==> config.mk <==
export PLATFORM = sky130hd
export DESIGN_NAME = supply_level_detector
export DESIGN_NICKNAME = d
export VERILOG_FILES = /design/src/supply_detect_pkg.sv /design/src/settle_timer.sv /design/src/supply_level_detector.sv
export SDC_FILE = /design/constraint.sdc
export NUM_CORES = 1
export LEC_CHECK = 0
export ABC_AREA = 1
export BUFFER_PORTS_ARGS = -buffer_cell sky130_fd_sc_hd__buf_2
export CORE_MARGIN = 2
export CORE_UTILIZATION = 58
export DETAILED_ROUTE_END_ITERATION = 16
export PLACE_DENSITY = 0.83
export SYNTH_ARGS = -nofsm -noshare
export SYNTH_HDL_FRONTEND = slang
export SYNTH_SLANG_ARGS = --single-unit
==> constraint.sdc <==
create_clock -name core_clk_i -period 3.8 [get_ports core_clk_i]
set_input_delay 0.95 -clock core_clk_i [delete_from_list [all_inputs] [get_ports core_clk_i]]
set_output_delay 0.95 -clock core_clk_i [all_outputs]
set_load 0.02 [all_outputs]
==> src/supply_detect_pkg.sv <==
`default_nettype none
package supply_detect_pkg;

    // register indices on the plain register port
    localparam logic [2:0] ADDR_CONTROL = 3'h0;
    localparam logic [2:0] ADDR_MASTER = 3'h1;
    localparam logic [2:0] ADDR_FLAGS = 3'h2;
    localparam logic [2:0] ADDR_ENABLES = 3'h3;
    localparam logic [2:0] ADDR_PRIORITIES = 3'h4;
    localparam logic [2:0] ADDR_IRQ_STATUS = 3'h5;
    localparam logic [2:0] ADDR_IRQ_MASK = 3'h6;

    // control register field positions
    localparam int CTL_DIR_BIT = 7;
    localparam int CTL_STABLE_BIT = 5;
    localparam int CTL_ENABLE_BIT = 4;
    localparam int CTL_LEVEL_LSB = 0;
    localparam int LEVEL_W = 4;
    localparam logic [3:0] LEVEL_EXTERNAL = 4'hF;

    // interrupt-related bit positions
    localparam int DET_BIT = 2;
    localparam int GIE_BIT = 7;

    // writable masks and reset values
    localparam logic [7:0] CTL_WR_MASK = 8'h9F;
    localparam logic [7:0] CTL_RESET = 8'h00;
    localparam logic [7:0] REG_RESET = 8'h00;
    localparam logic [7:0] FLAGS_IMPL = 8'hDF;

    // local status/mask bits: 0 trip event, 1 reference became stable
    localparam int EV_TRIP = 0;
    localparam int EV_STABLE = 1;
    localparam logic [7:0] EV_IMPL = 8'h03;

    // settle interval, timed by a free running reference tick
    localparam int SETTLE_US = 20;
    localparam int TICK_NS = 1000;

    typedef struct packed {
        logic trip_direction_select;
        logic detector_power_enable;
        logic [3:0] trip_level_select;
    } detect_ctl_t;

endpackage : supply_detect_pkg
`default_nettype wire

==> src/settle_timer.sv <==
`timescale 1ns/1ps
`default_nettype none
// counts reference ticks after enable; clock frequency does not matter
module settle_timer #(
    parameter int TICKS = 20
) (
    input wire logic core_clk_i, // system clock
    input wire logic rst_i, // async reset, high
    input wire logic run_i, // detector enabled
    input wire logic tick_i, // one-cycle pulse per reference tick
    output logic done_o // interval expired
);
    logic [15:0] count;

    // restart whenever the detector is disabled
    always_ff @(posedge core_clk_i or posedge rst_i) begin
        if (rst_i) begin
            count <= 16'h0000;
            done_o <= 1'b0;
        end else if (!run_i) begin
            count <= 16'h0000;
            done_o <= 1'b0;
        end else if (tick_i && !done_o) begin
            if (count == 16'(TICKS - 1)) begin
                done_o <= 1'b1;
            end
            count <= count + 16'h0001;
        end
    end
endmodule : settle_timer
`default_nettype wire

==> src/supply_level_detector.sv <==
// Behaviour
// - enable bit powers comparator and divider
// - reference shareable with other on-chip users
// - wait settle interval after reference re-enable
// - settle interval independent of system clock
// - event flag disarmed until reference stable
// - excursions during settling may go unflagged
// - detector keeps running during sleep
// - trip in sleep sets flag, wakes
// - vector only if global enable set
// - reset disables detector, clears registers
// - control register bit layout as specified
// - flag, enable, priority at bit two
// - unimplemented bits read as zero
// - direction selects falling or rising trip
// - stable flag read-only, gates interrupts
// - level all ones selects external pin
//
// Local design decisions: the address-and-strobe port and the address map.
`timescale 1ns/1ps
`default_nettype none
module supply_level_detector #(
    parameter int SETTLE_TICKS = supply_detect_pkg::SETTLE_US * 1000 / supply_detect_pkg::TICK_NS
) (
    input wire logic core_clk_i, // 125 MHz system clock
    input wire logic rst_i, // async device reset, high
    input wire logic [2:0] addr_i, // register index
    input wire logic [7:0] wdata_i, // write data
    input wire logic wr_i, // write strobe
    input wire logic rd_i, // read strobe
    output logic [7:0] rdata_o, // read data, cycle after rd_i
    input wire logic ref_tick_i, // async tick from a clock-independent oscillator
    input wire logic ref_shared_i, // another on-chip user keeps the reference on
    input wire logic ref_ready_i, // async: analog reference reports stable
    input wire logic below_divider_i, // async comparator: supply below divider tap
    input wire logic below_external_i, // async comparator: supply below external pin level
    input wire logic sleep_i, // device is asleep
    output logic analog_enable_o, // powers comparator and divider
    output logic reference_enable_o, // powers the shared reference
    output logic external_select_o, // comparator takes external detect input
    output logic [3:0] tap_select_o, // divider tap
    output logic wake_o, // wake request from sleep
    output logic vector_o, // take the interrupt vector on wake
    output logic irq_high_o, // interrupt, high priority
    output logic irq_low_o, // interrupt, low priority
    output logic irq_o // local interrupt from status and mask
);
    supply_detect_pkg::detect_ctl_t ctl;
    logic [7:0] master;
    logic [7:0] flags;
    logic [7:0] enables;
    logic [7:0] priorities;
    logic [7:0] ev_status;
    logic [7:0] ev_mask;
    logic [2:0] tick_sync;
    logic [2:0] ready_sync;
    logic [2:0] div_sync;
    logic [2:0] ext_sync;
    logic tick_seen;
    logic tick_pulse;
    logic ready_lvl;
    logic below_lvl;
    logic settle_done;
    logic stable;
    logic stable_q;
    logic below_q;
    logic trip;
    logic wr_flags;
    logic [7:0] read_mux;

    // a level counts once the second and third stages agree
    function automatic logic agreed(input logic [2:0] s, input logic prev);
        agreed = (s[1] == s[2]) ? s[2] : prev;
    endfunction : agreed

    function automatic logic hit(input logic [2:0] idx);
        hit = wr_i && (addr_i == idx);
    endfunction : hit

    // the detector's own interrupt source, flag and enable at bit two;
    // shared by the wake, vector and both priority lines
    function automatic logic det_pending(input logic [7:0] f, input logic [7:0] e);
        det_pending = f[supply_detect_pkg::DET_BIT] && e[supply_detect_pkg::DET_BIT];
    endfunction : det_pending

    // three stage synchronisers for asynchronous analog and tick inputs
    always_ff @(posedge core_clk_i or posedge rst_i) begin
        if (rst_i) begin
            tick_sync <= 3'h0;
            ready_sync <= 3'h0;
            div_sync <= 3'h0;
            ext_sync <= 3'h0;
        end else begin
            tick_sync <= {tick_sync[1:0], ref_tick_i};
            ready_sync <= {ready_sync[1:0], ref_ready_i};
            div_sync <= {div_sync[1:0], below_divider_i};
            ext_sync <= {ext_sync[1:0], below_external_i};
        end
    end

    // filtered tick level; its rising edge below gives
    // one pulse per reference period, whatever the clock
    always_ff @(posedge core_clk_i or posedge rst_i) begin
        if (rst_i) begin
            tick_seen <= 1'b0;
        end else begin
            tick_seen <= agreed(tick_sync, tick_seen);
        end
    end

    // filtered reference report; a one-cycle glitch
    // on the analog side does not reach the stable flag
    always_ff @(posedge core_clk_i or posedge rst_i) begin
        if (rst_i) begin
            ready_lvl <= 1'b0;
        end else begin
            ready_lvl <= agreed(ready_sync, ready_lvl);
        end
    end

    // filtered comparator level from whichever input the level selects;
    // a change of source can show one stale cycle, which the trip tolerates
    always_ff @(posedge core_clk_i or posedge rst_i) begin
        if (rst_i) begin
            below_lvl <= 1'b0;
        end else if (ctl.trip_level_select == supply_detect_pkg::LEVEL_EXTERNAL) begin
            below_lvl <= agreed(ext_sync, below_lvl);
        end else begin
            below_lvl <= agreed(div_sync, below_lvl);
        end
    end
    assign tick_pulse = agreed(tick_sync, tick_seen) && !tick_seen;

    // settle interval counted on reference ticks, not system cycles
    settle_timer #(
        .TICKS(SETTLE_TICKS)
    ) u_settle (
        .core_clk_i(core_clk_i),
        .rst_i(rst_i),
        .run_i(ctl.detector_power_enable),
        .tick_i(tick_pulse),
        .done_o(settle_done)
    );

    // stable needs both the interval and the reference's own report
    assign stable = settle_done && ready_lvl && ctl.detector_power_enable;

    // falling mode trips at or below, rising mode at or above
    assign trip = stable && (ctl.trip_direction_select ? !below_lvl : below_lvl);

    // decoded in place: a function in a continuous assignment would not
    // be re-evaluated when the strobe or the index changes
    assign wr_flags = wr_i && (addr_i == supply_detect_pkg::ADDR_FLAGS);

    // control register; stable flag and bit 6 are not writable
    always_ff @(posedge core_clk_i or posedge rst_i) begin
        if (rst_i) begin
            ctl <= '0;
        end else if (hit(supply_detect_pkg::ADDR_CONTROL)) begin
            ctl.trip_direction_select <= wdata_i[supply_detect_pkg::CTL_DIR_BIT];
            ctl.detector_power_enable <= wdata_i[supply_detect_pkg::CTL_ENABLE_BIT];
            ctl.trip_level_select <= wdata_i[supply_detect_pkg::CTL_LEVEL_LSB +: 4];
        end
    end

    // master control; bit 7 decides whether a wake also
    // takes the interrupt vector or lets code run on
    always_ff @(posedge core_clk_i or posedge rst_i) begin
        if (rst_i) begin
            master <= supply_detect_pkg::REG_RESET;
        end else if (hit(supply_detect_pkg::ADDR_MASTER)) begin
            master <= wdata_i;
        end
    end

    // interrupt enables; the bit that does not exist
    // is masked on write so it can never read back as one
    always_ff @(posedge core_clk_i or posedge rst_i) begin
        if (rst_i) begin
            enables <= supply_detect_pkg::REG_RESET;
        end else if (hit(supply_detect_pkg::ADDR_ENABLES)) begin
            enables <= wdata_i & supply_detect_pkg::FLAGS_IMPL;
        end
    end

    // interrupt priorities; same layout as the enables,
    // a set bit steers the source to the high line
    always_ff @(posedge core_clk_i or posedge rst_i) begin
        if (rst_i) begin
            priorities <= supply_detect_pkg::REG_RESET;
        end else if (hit(supply_detect_pkg::ADDR_PRIORITIES)) begin
            priorities <= wdata_i & supply_detect_pkg::FLAGS_IMPL;
        end
    end

    // local event mask; only the two event bits are kept,
    // so unused status bits can never raise the local line
    always_ff @(posedge core_clk_i or posedge rst_i) begin
        if (rst_i) begin
            ev_mask <= supply_detect_pkg::REG_RESET;
        end else if (hit(supply_detect_pkg::ADDR_IRQ_MASK)) begin
            ev_mask <= wdata_i & supply_detect_pkg::EV_IMPL;
        end
    end

    // flag register: sticky trip bit, a trip beats a same-cycle clear
    always_ff @(posedge core_clk_i or posedge rst_i) begin
        if (rst_i) begin
            flags <= supply_detect_pkg::REG_RESET;
        end else begin
            if (wr_flags) flags <= wdata_i & supply_detect_pkg::FLAGS_IMPL;
            if (trip) flags[supply_detect_pkg::DET_BIT] <= 1'b1;
        end
    end

    // one-cycle delays, so that each event is recorded once on its rising
    // edge rather than on every cycle that it lasts
    always_ff @(posedge core_clk_i or posedge rst_i) begin
        if (rst_i) begin
            stable_q <= 1'b0;
            below_q <= 1'b0;
        end else begin
            stable_q <= stable;
            below_q <= trip;
        end
    end

    // local event status: write one to clear, set wins
    always_ff @(posedge core_clk_i or posedge rst_i) begin
        if (rst_i) begin
            ev_status <= supply_detect_pkg::REG_RESET;
        end else begin
            for (int i = 0; i < 8; i++) begin
                if (hit(supply_detect_pkg::ADDR_IRQ_STATUS) && wdata_i[i]) ev_status[i] <= 1'b0;
            end
            if (trip && !below_q) ev_status[supply_detect_pkg::EV_TRIP] <= 1'b1;
            if (stable && !stable_q) ev_status[supply_detect_pkg::EV_STABLE] <= 1'b1;
        end
    end

    // read mux; unimplemented bits are zero
    always_comb begin
        read_mux = 8'h00;
        case (addr_i)
            supply_detect_pkg::ADDR_CONTROL: begin
                read_mux[supply_detect_pkg::CTL_DIR_BIT] = ctl.trip_direction_select;
                read_mux[supply_detect_pkg::CTL_STABLE_BIT] = stable;
                read_mux[supply_detect_pkg::CTL_ENABLE_BIT] = ctl.detector_power_enable;
                read_mux[supply_detect_pkg::CTL_LEVEL_LSB +: 4] = ctl.trip_level_select;
            end
            supply_detect_pkg::ADDR_MASTER: read_mux = master;
            supply_detect_pkg::ADDR_FLAGS: read_mux = flags;
            supply_detect_pkg::ADDR_ENABLES: read_mux = enables;
            supply_detect_pkg::ADDR_PRIORITIES: read_mux = priorities;
            supply_detect_pkg::ADDR_IRQ_STATUS: read_mux = ev_status;
            supply_detect_pkg::ADDR_IRQ_MASK: read_mux = ev_mask;
            default: read_mux = 8'h00;
        endcase
    end

    // read data stands only in the cycle after the strobe
    always_ff @(posedge core_clk_i or posedge rst_i) begin
        if (rst_i) begin
            rdata_o <= 8'h00;
        end else begin
            rdata_o <= rd_i ? read_mux : 8'h00;
        end
    end

    // comparator and divider power follow the enable bit
    always_ff @(posedge core_clk_i or posedge rst_i) begin
        if (rst_i) begin
            analog_enable_o <= 1'b0;
        end else begin
            analog_enable_o <= ctl.detector_power_enable;
        end
    end

    // the reference stays on while any user needs it, so its ready
    // report may already be high when the detector is enabled
    always_ff @(posedge core_clk_i or posedge rst_i) begin
        if (rst_i) begin
            reference_enable_o <= 1'b0;
        end else begin
            reference_enable_o <= ctl.detector_power_enable || ref_shared_i;
        end
    end

    // comparator input select and divider tap follow the level field
    always_ff @(posedge core_clk_i or posedge rst_i) begin
        if (rst_i) begin
            external_select_o <= 1'b0;
            tap_select_o <= 4'h0;
        end else begin
            external_select_o <=
                (ctl.trip_level_select == supply_detect_pkg::LEVEL_EXTERNAL);
            tap_select_o <= ctl.trip_level_select;
        end
    end

    // wake request while asleep and the detector's source is pending;
    // the flag logic runs unchanged in sleep, so no extra path is needed
    always_ff @(posedge core_clk_i or posedge rst_i) begin
        if (rst_i) begin
            wake_o <= 1'b0;
        end else begin
            wake_o <= sleep_i && det_pending(flags, enables);
        end
    end

    // vector only with the global enable;
    // otherwise execution simply continues in sequence
    always_ff @(posedge core_clk_i or posedge rst_i) begin
        if (rst_i) begin
            vector_o <= 1'b0;
        end else begin
            vector_o <= det_pending(flags, enables) &&
                master[supply_detect_pkg::GIE_BIT];
        end
    end

    // the priority bit steers the pending source to one of two lines
    always_ff @(posedge core_clk_i or posedge rst_i) begin
        if (rst_i) begin
            irq_high_o <= 1'b0;
            irq_low_o <= 1'b0;
        end else begin
            irq_high_o <= det_pending(flags, enables) &&
                priorities[supply_detect_pkg::DET_BIT];
            irq_low_o <= det_pending(flags, enables) &&
                !priorities[supply_detect_pkg::DET_BIT];
        end
    end

    // local level interrupt from the event status and its mask
    always_ff @(posedge core_clk_i or posedge rst_i) begin
        if (rst_i) begin
            irq_o <= 1'b0;
        end else begin
            irq_o <= |(ev_status & ev_mask);
        end
    end
endmodule : supply_level_detector
`default_nettype wire

After elaboration in Yosys (flattened, before gate mapping)
Index checks and enable logic that the tools add are counted.
Widths: inputs -> output; s select.
{ "totals": {"reg_bits": 93, "out_inout_bits": 20, "latch_bits": 0, "n_memories": 0, "ramBits": 0, "wordCells": 105, "romBits": 0, "inputBits": 21} }
{ "op_classes": {"magnitude_cmp": 0, "shifts": 0, "n_div": 0, "n_mux": 20, "n_mul": 0, "add_sub_neg": 1, "n_reduce_logical": 36, "eq_ne": 15, "bitwise_logic": 1} }
{ "ops": {"columns": ["op", "n"], "rows": [
  ["$pmux 6 s7", 1],
  ["$mux 16", 2],
  ["$logic_and 1x1->1", 21],
  ["$add 16x1->16 const B", 1],
  ["$eq 16x5->1 const B", 1],
  ["$mux 1", 13],
  ["$eq 3x3->1 const B", 3],
  ["$mux 8", 1],
  ["$reduce_bool 2->1", 4],
  ["$reduce_or 8->1", 1],
  ["$eq 3x2->1 const B", 2],
  ["$logic_not 1->1", 6],
  ["$pmux 1 s5", 1],
  ["$eq 1x1->1", 4],
  ["$eq 4x4->1 const B", 1],
  ["$ne 2x1->1 const B", 2],
  ["$pmux 1 s4", 1],
  ["$reduce_and 2->1", 2],
  ["$eq 3x1->1 const B", 1],
  ["$logic_not 3->1", 1],
  ["$mux 3", 1],
  ["$and 2x2->2", 1],
  ["$ne 2x2->1 const B", 1],
  ["$logic_or 1x1->1", 1]
]} }

Depth between registers and ports, before layout
{ "depth": {"word_depth": 6, "mapped_depth": 9, "ltp_nobuf": 9} }

Hierarchy
From an unflattened synthesis, not the netlist that was laid out.
{ "hier_totals": {"cells_unflattened": 443, "area_unflattened_um2": 4096.4} }
{ "by_module_without_submodules": {"columns": ["mod", "n_inst", "seq_area_each_um2", "area_per_inst_um2", "cells_per_inst"], "rows": [
  ["supply_level_detector", 1, 1901.8, 3072.9, 301],
  ["settle_timer", 1, 425.4, 1023.5, 142]
]} }

Worst setup path after synthesis
No wires, ideal clock.
{ "synth_timing": {"kind": "input -> register", "startpoint": "in addr_i[1]", "endpoint": "reg ctl[0] (netlist name)", "arrival_time_ps": 1697, "slack_ps": 1980, "required_time_ps": 3676, "path_stages": 7, "path_buffers": 1, "setup_time_ps": 124, "path_cell_list": "inv_1 > nand2_1 > nor2_4 > nand2_1 > buf_4 > nand2_1 > o21ai_2"} }
{ "synth_between": {"elab_chain_len": 2} }
{ "synth_rtl": {"columns": ["element", "line_no", "source"], "rows": [
  ["start: declaration", "supply_level_detector.sv:27", "input wire logic [2:0] addr_i,"],
  ["$logic_not 3->1", "supply_level_detector.sv:77", "hit = wr_i && (addr_i == idx);"],
  ["$logic_and 1x1->1", "supply_level_detector.sv:77", null],
  ["end: declaration", "supply_level_detector.sv:48", "supply_detect_pkg::detect_ctl_t ctl;"]
]} }
No other way between the ends.
A chain may end at the register's enable or synchronous reset.

Final worst setup path
{ "layout_timing": {"startpoint": "in addr_i[1]", "endpoint": "reg ctl[4] (netlist name)"} }
The elaborated chain is that of the path after synthesis.

==> flow_metrics.env <==
export IMPL_status="finished clean"
export IMPL_drc=0
export IMPL_antenna_found_initial=0
export IMPL_peakVddDrop_v=0.0003983
export IMPL_critPathMostFrequentCell="nand2_1"
export IMPL_synth_seq_cells=93
export IMPL_multi_input_area_um2=1394
export IMPL_rows=30
export IMPL_dr_pass1_iters=5
export IMPL_fp_dieArea_um2=7561
export IMPL_period_share=0.4938
export IMPL_synth_nets=456
export IMPL_clock_sinks=93
export IMPL_cts_made_buffers=9
export IMPL_worst_pin_slew_ps=683.2
export IMPL_tns_ps=0
export IMPL_synth_top_area_frac=0.5831
export IMPL_h_tree_depth=3
export IMPL_syn_inst=434
export IMPL_numPortBuffers=40
export IMPL_area_delta_synth_final_pct=10.56
export IMPL_drt_wl_total_mm=7.934
export IMPL_power_density_nw_per_um2=464.1
export IMPL_drtIter0Drc=184
export IMPL_synthesis_area_um2=3991
export IMPL_grt_pass1_wl_mm=13.88
export IMPL_ys_flop_type="dfrtp_1"
export IMPL_critPathMaxFanout=12
export IMPL_yosysSeqAreaShare=0.5831
export IMPL_relSlewSlack=0.5445
export IMPL_post_cts_resized=0
export IMPL_rsz0062_at_grt="false"
export IMPL_cts_clk_slew_worst_paths_ps=80
export IMPL_antenna_cells=0
export IMPL_synthAdderAreaFrac=0.008150
export IMPL_ant_nets=0
export IMPL_synthSimpleGateAreaFrac=0.2292
export IMPL_endpoint_kind="flop"
export IMPL_leakagePower_nw=2.200
export IMPL_crit_family="simple AND/OR/NAND/NOR gates"
export IMPL_detail_route_wl_per_cell_um=14.14
export IMPL_postSynthAreaPerCell_um2=9.197
export IMPL_cp_slowest_cell="nand2_1"
export IMPL_layout_nets=499
export IMPL_drive_gt1_frac=0.2058
export IMPL_finalHoldViolations=0
export IMPL_crit_required_ps=4040
export IMPL_synth_edf_count=0
export IMPL_totalPowerFinal_mw=2.048
export IMPL_ys_warn_count=0
export IMPL_gr_total_overflow=0
export IMPL_synth_compound_area_share=0.1119
export IMPL_gp_congestion=0.8577
export IMPL_ioPinCount=41
export IMPL_cts_tree="done"
export IMPL_die_width_um=86.96
export IMPL_root_buffer="clkbuf_8"
export IMPL_synth_area_top_cells="dfrtp_1 58%, nand2_1 11%, o21ai_2 4.4%, inv_1 4.3%, o21ai_0 3.4%"
export IMPL_post_drt_via_cell_ratio=5.344
export IMPL_start_util=0.5940
export IMPL_post_cts_setup_buffer_count=0
export IMPL_worstPathArrival_ps=2120
export IMPL_synth_xor_area_frac=0
export IMPL_slew_violations=0
export IMPL_synth_area_leader_cell="dfrtp_1"
export IMPL_synth_async_reset_ratio=1.000
export IMPL_core_um2=6719
export IMPL_yosys_top_cells_count="117 x nand2_1, 93 x dfrtp_1, 46 x inv_1, 35 x nor2_1, 27 x o21ai_0"
export IMPL_finalCriticalPeriod_ps=1876
export IMPL_clk_latency_ps=360
export IMPL_critPathLaunchType="primary input"
export IMPL_fmax_mhz=532.9
export IMPL_hold_buffers=0
export IMPL_synth_most_common_cell="nand2_1"
export IMPL_synth_top_family_by_area="simple AND/OR/NAND/NOR gates"
export IMPL_grt_pass1_vias=2965
export IMPL_path_buf_inv=2
export IMPL_ys_types=33
export IMPL_num_vias=2998
export IMPL_clock_skew_ps=11.84
export IMPL_synthMuxAreaShare=0
export IMPL_crit_chain="buf_2, inv_1, nand2_1, nor2_4, nand2_1, nand2_1, o21ai_2"
export IMPL_grt_max_degree=37
export IMPL_clockBufferDepth=2
export IMPL_grtUsageTotal=0.2380
export IMPL_max_cap_violations=0
export IMPL_n_fill_cell=552
export IMPL_cpPeakStageDelay_ps=330
export IMPL_dieHeight_um=86.96
export IMPL_regArea_um2=2327
export IMPL_crit_type="in2reg"
export IMPL_dp_hpwl_mm=5.705
export IMPL_hold_class="reg2reg"
export IMPL_finalSetupViolations=0
==> report_power, final <==
part           internal, mW  total (mW)  switching, mW
Clock                 0.273       0.603          0.330
Sequential             1.10        1.17         0.0753
Combinational        0.0955       0.271          0.175
Total                  1.47        2.05          0.581
==> per-layer routing <==
layer / track usage / vias to the layer above / share of wire
met5: 0 / - / 0
met4: 0.07102 / 0 / 0.016
met3: 0.05877 / 10 / 0.063
met2: 0.3831 / 95 / 0.49
met1: 0.3228 / 1415 / 0.43
li1: - / 1478 / -
==> area by class of cell <==
cell class,count,share of cell area
Timing Repair Buffer,42,0.04877
Inverter,50,0.04366
Clock buffer,11,0.03431
Clock inverter,4,0.007372
Sequential cell,93,0.5274
Multi-Input combinational cell,281,0.3159
Tap cell,80,0.02268
==> cell families after synthesis <==
logic type,after synthesis
flip-flops,93
buffers and inverters,60
AO/OA/AOI/OAI,71
AND/OR/NAND/NOR,207
adder cells (fa/ha/maj),3
==> path summary, 6_finish.rpt <==
path	startpoint	to	slack, ps	depth (start not counted)
worst min register to register	ext_sync[0]	ext_sync[1]	350	0
max in group asynchronous	rst_i	wake_o	2440	3
worst min-delay path	ext_sync[0]	ext_sync[1]	350	0
worst max register to register	ctl[4]	flags[2]	2190	6
worst max-delay path	addr_i[1]	ctl[4]	1920	7
min in group asynchronous	rst_i	ctl[0]	570	2
==> metrics by stage <==
step           cell area, um2  std cells  utilization  setup slack, ps  hold slack (ps)
2_1_floorplan            3991        434            -            429.7            331.2
5_1_grt                  4413        561       0.6568             1834            361.4
3_3_place_gp             4229        546       0.6294             1646            331.6
3_5_place_dp             4229        546       0.6294             1582            334.7
6_report                 4413        561       0.6568             1924            353.7
4_1_cts                  4413        561       0.6568             1945            354.3
==> state kept, by name, indices dropped and copies added (netlist names), 3 cells and up <==
register and cells:
u_settle.count 16, priorities 7, ctl 6, enables 7
tick_sync 3, tap_select_o 4, master 8, ext_sync 3
ready_sync 3, flags 7, rdata_o 8, div_sync 3
==> placed cells by master (no fill, tap or decap), drive strengths merged <==
master      n
o32ai       1
clkinv      3
nor2       43
ha          1
o2bb2ai     1
buf        42
clkbuf     11
maj3        2
nand2     123
a21oi      13
o22ai       3
nand4       4
o21ai      50
nor3       12
inv        49
a31oi       2
clkinvlp    2
or2         2
nor4        1
a22oi       1
nor3b       1
dfrtp      93
nand3      21
No activity file was read; power rests on OpenSTA's default activity.
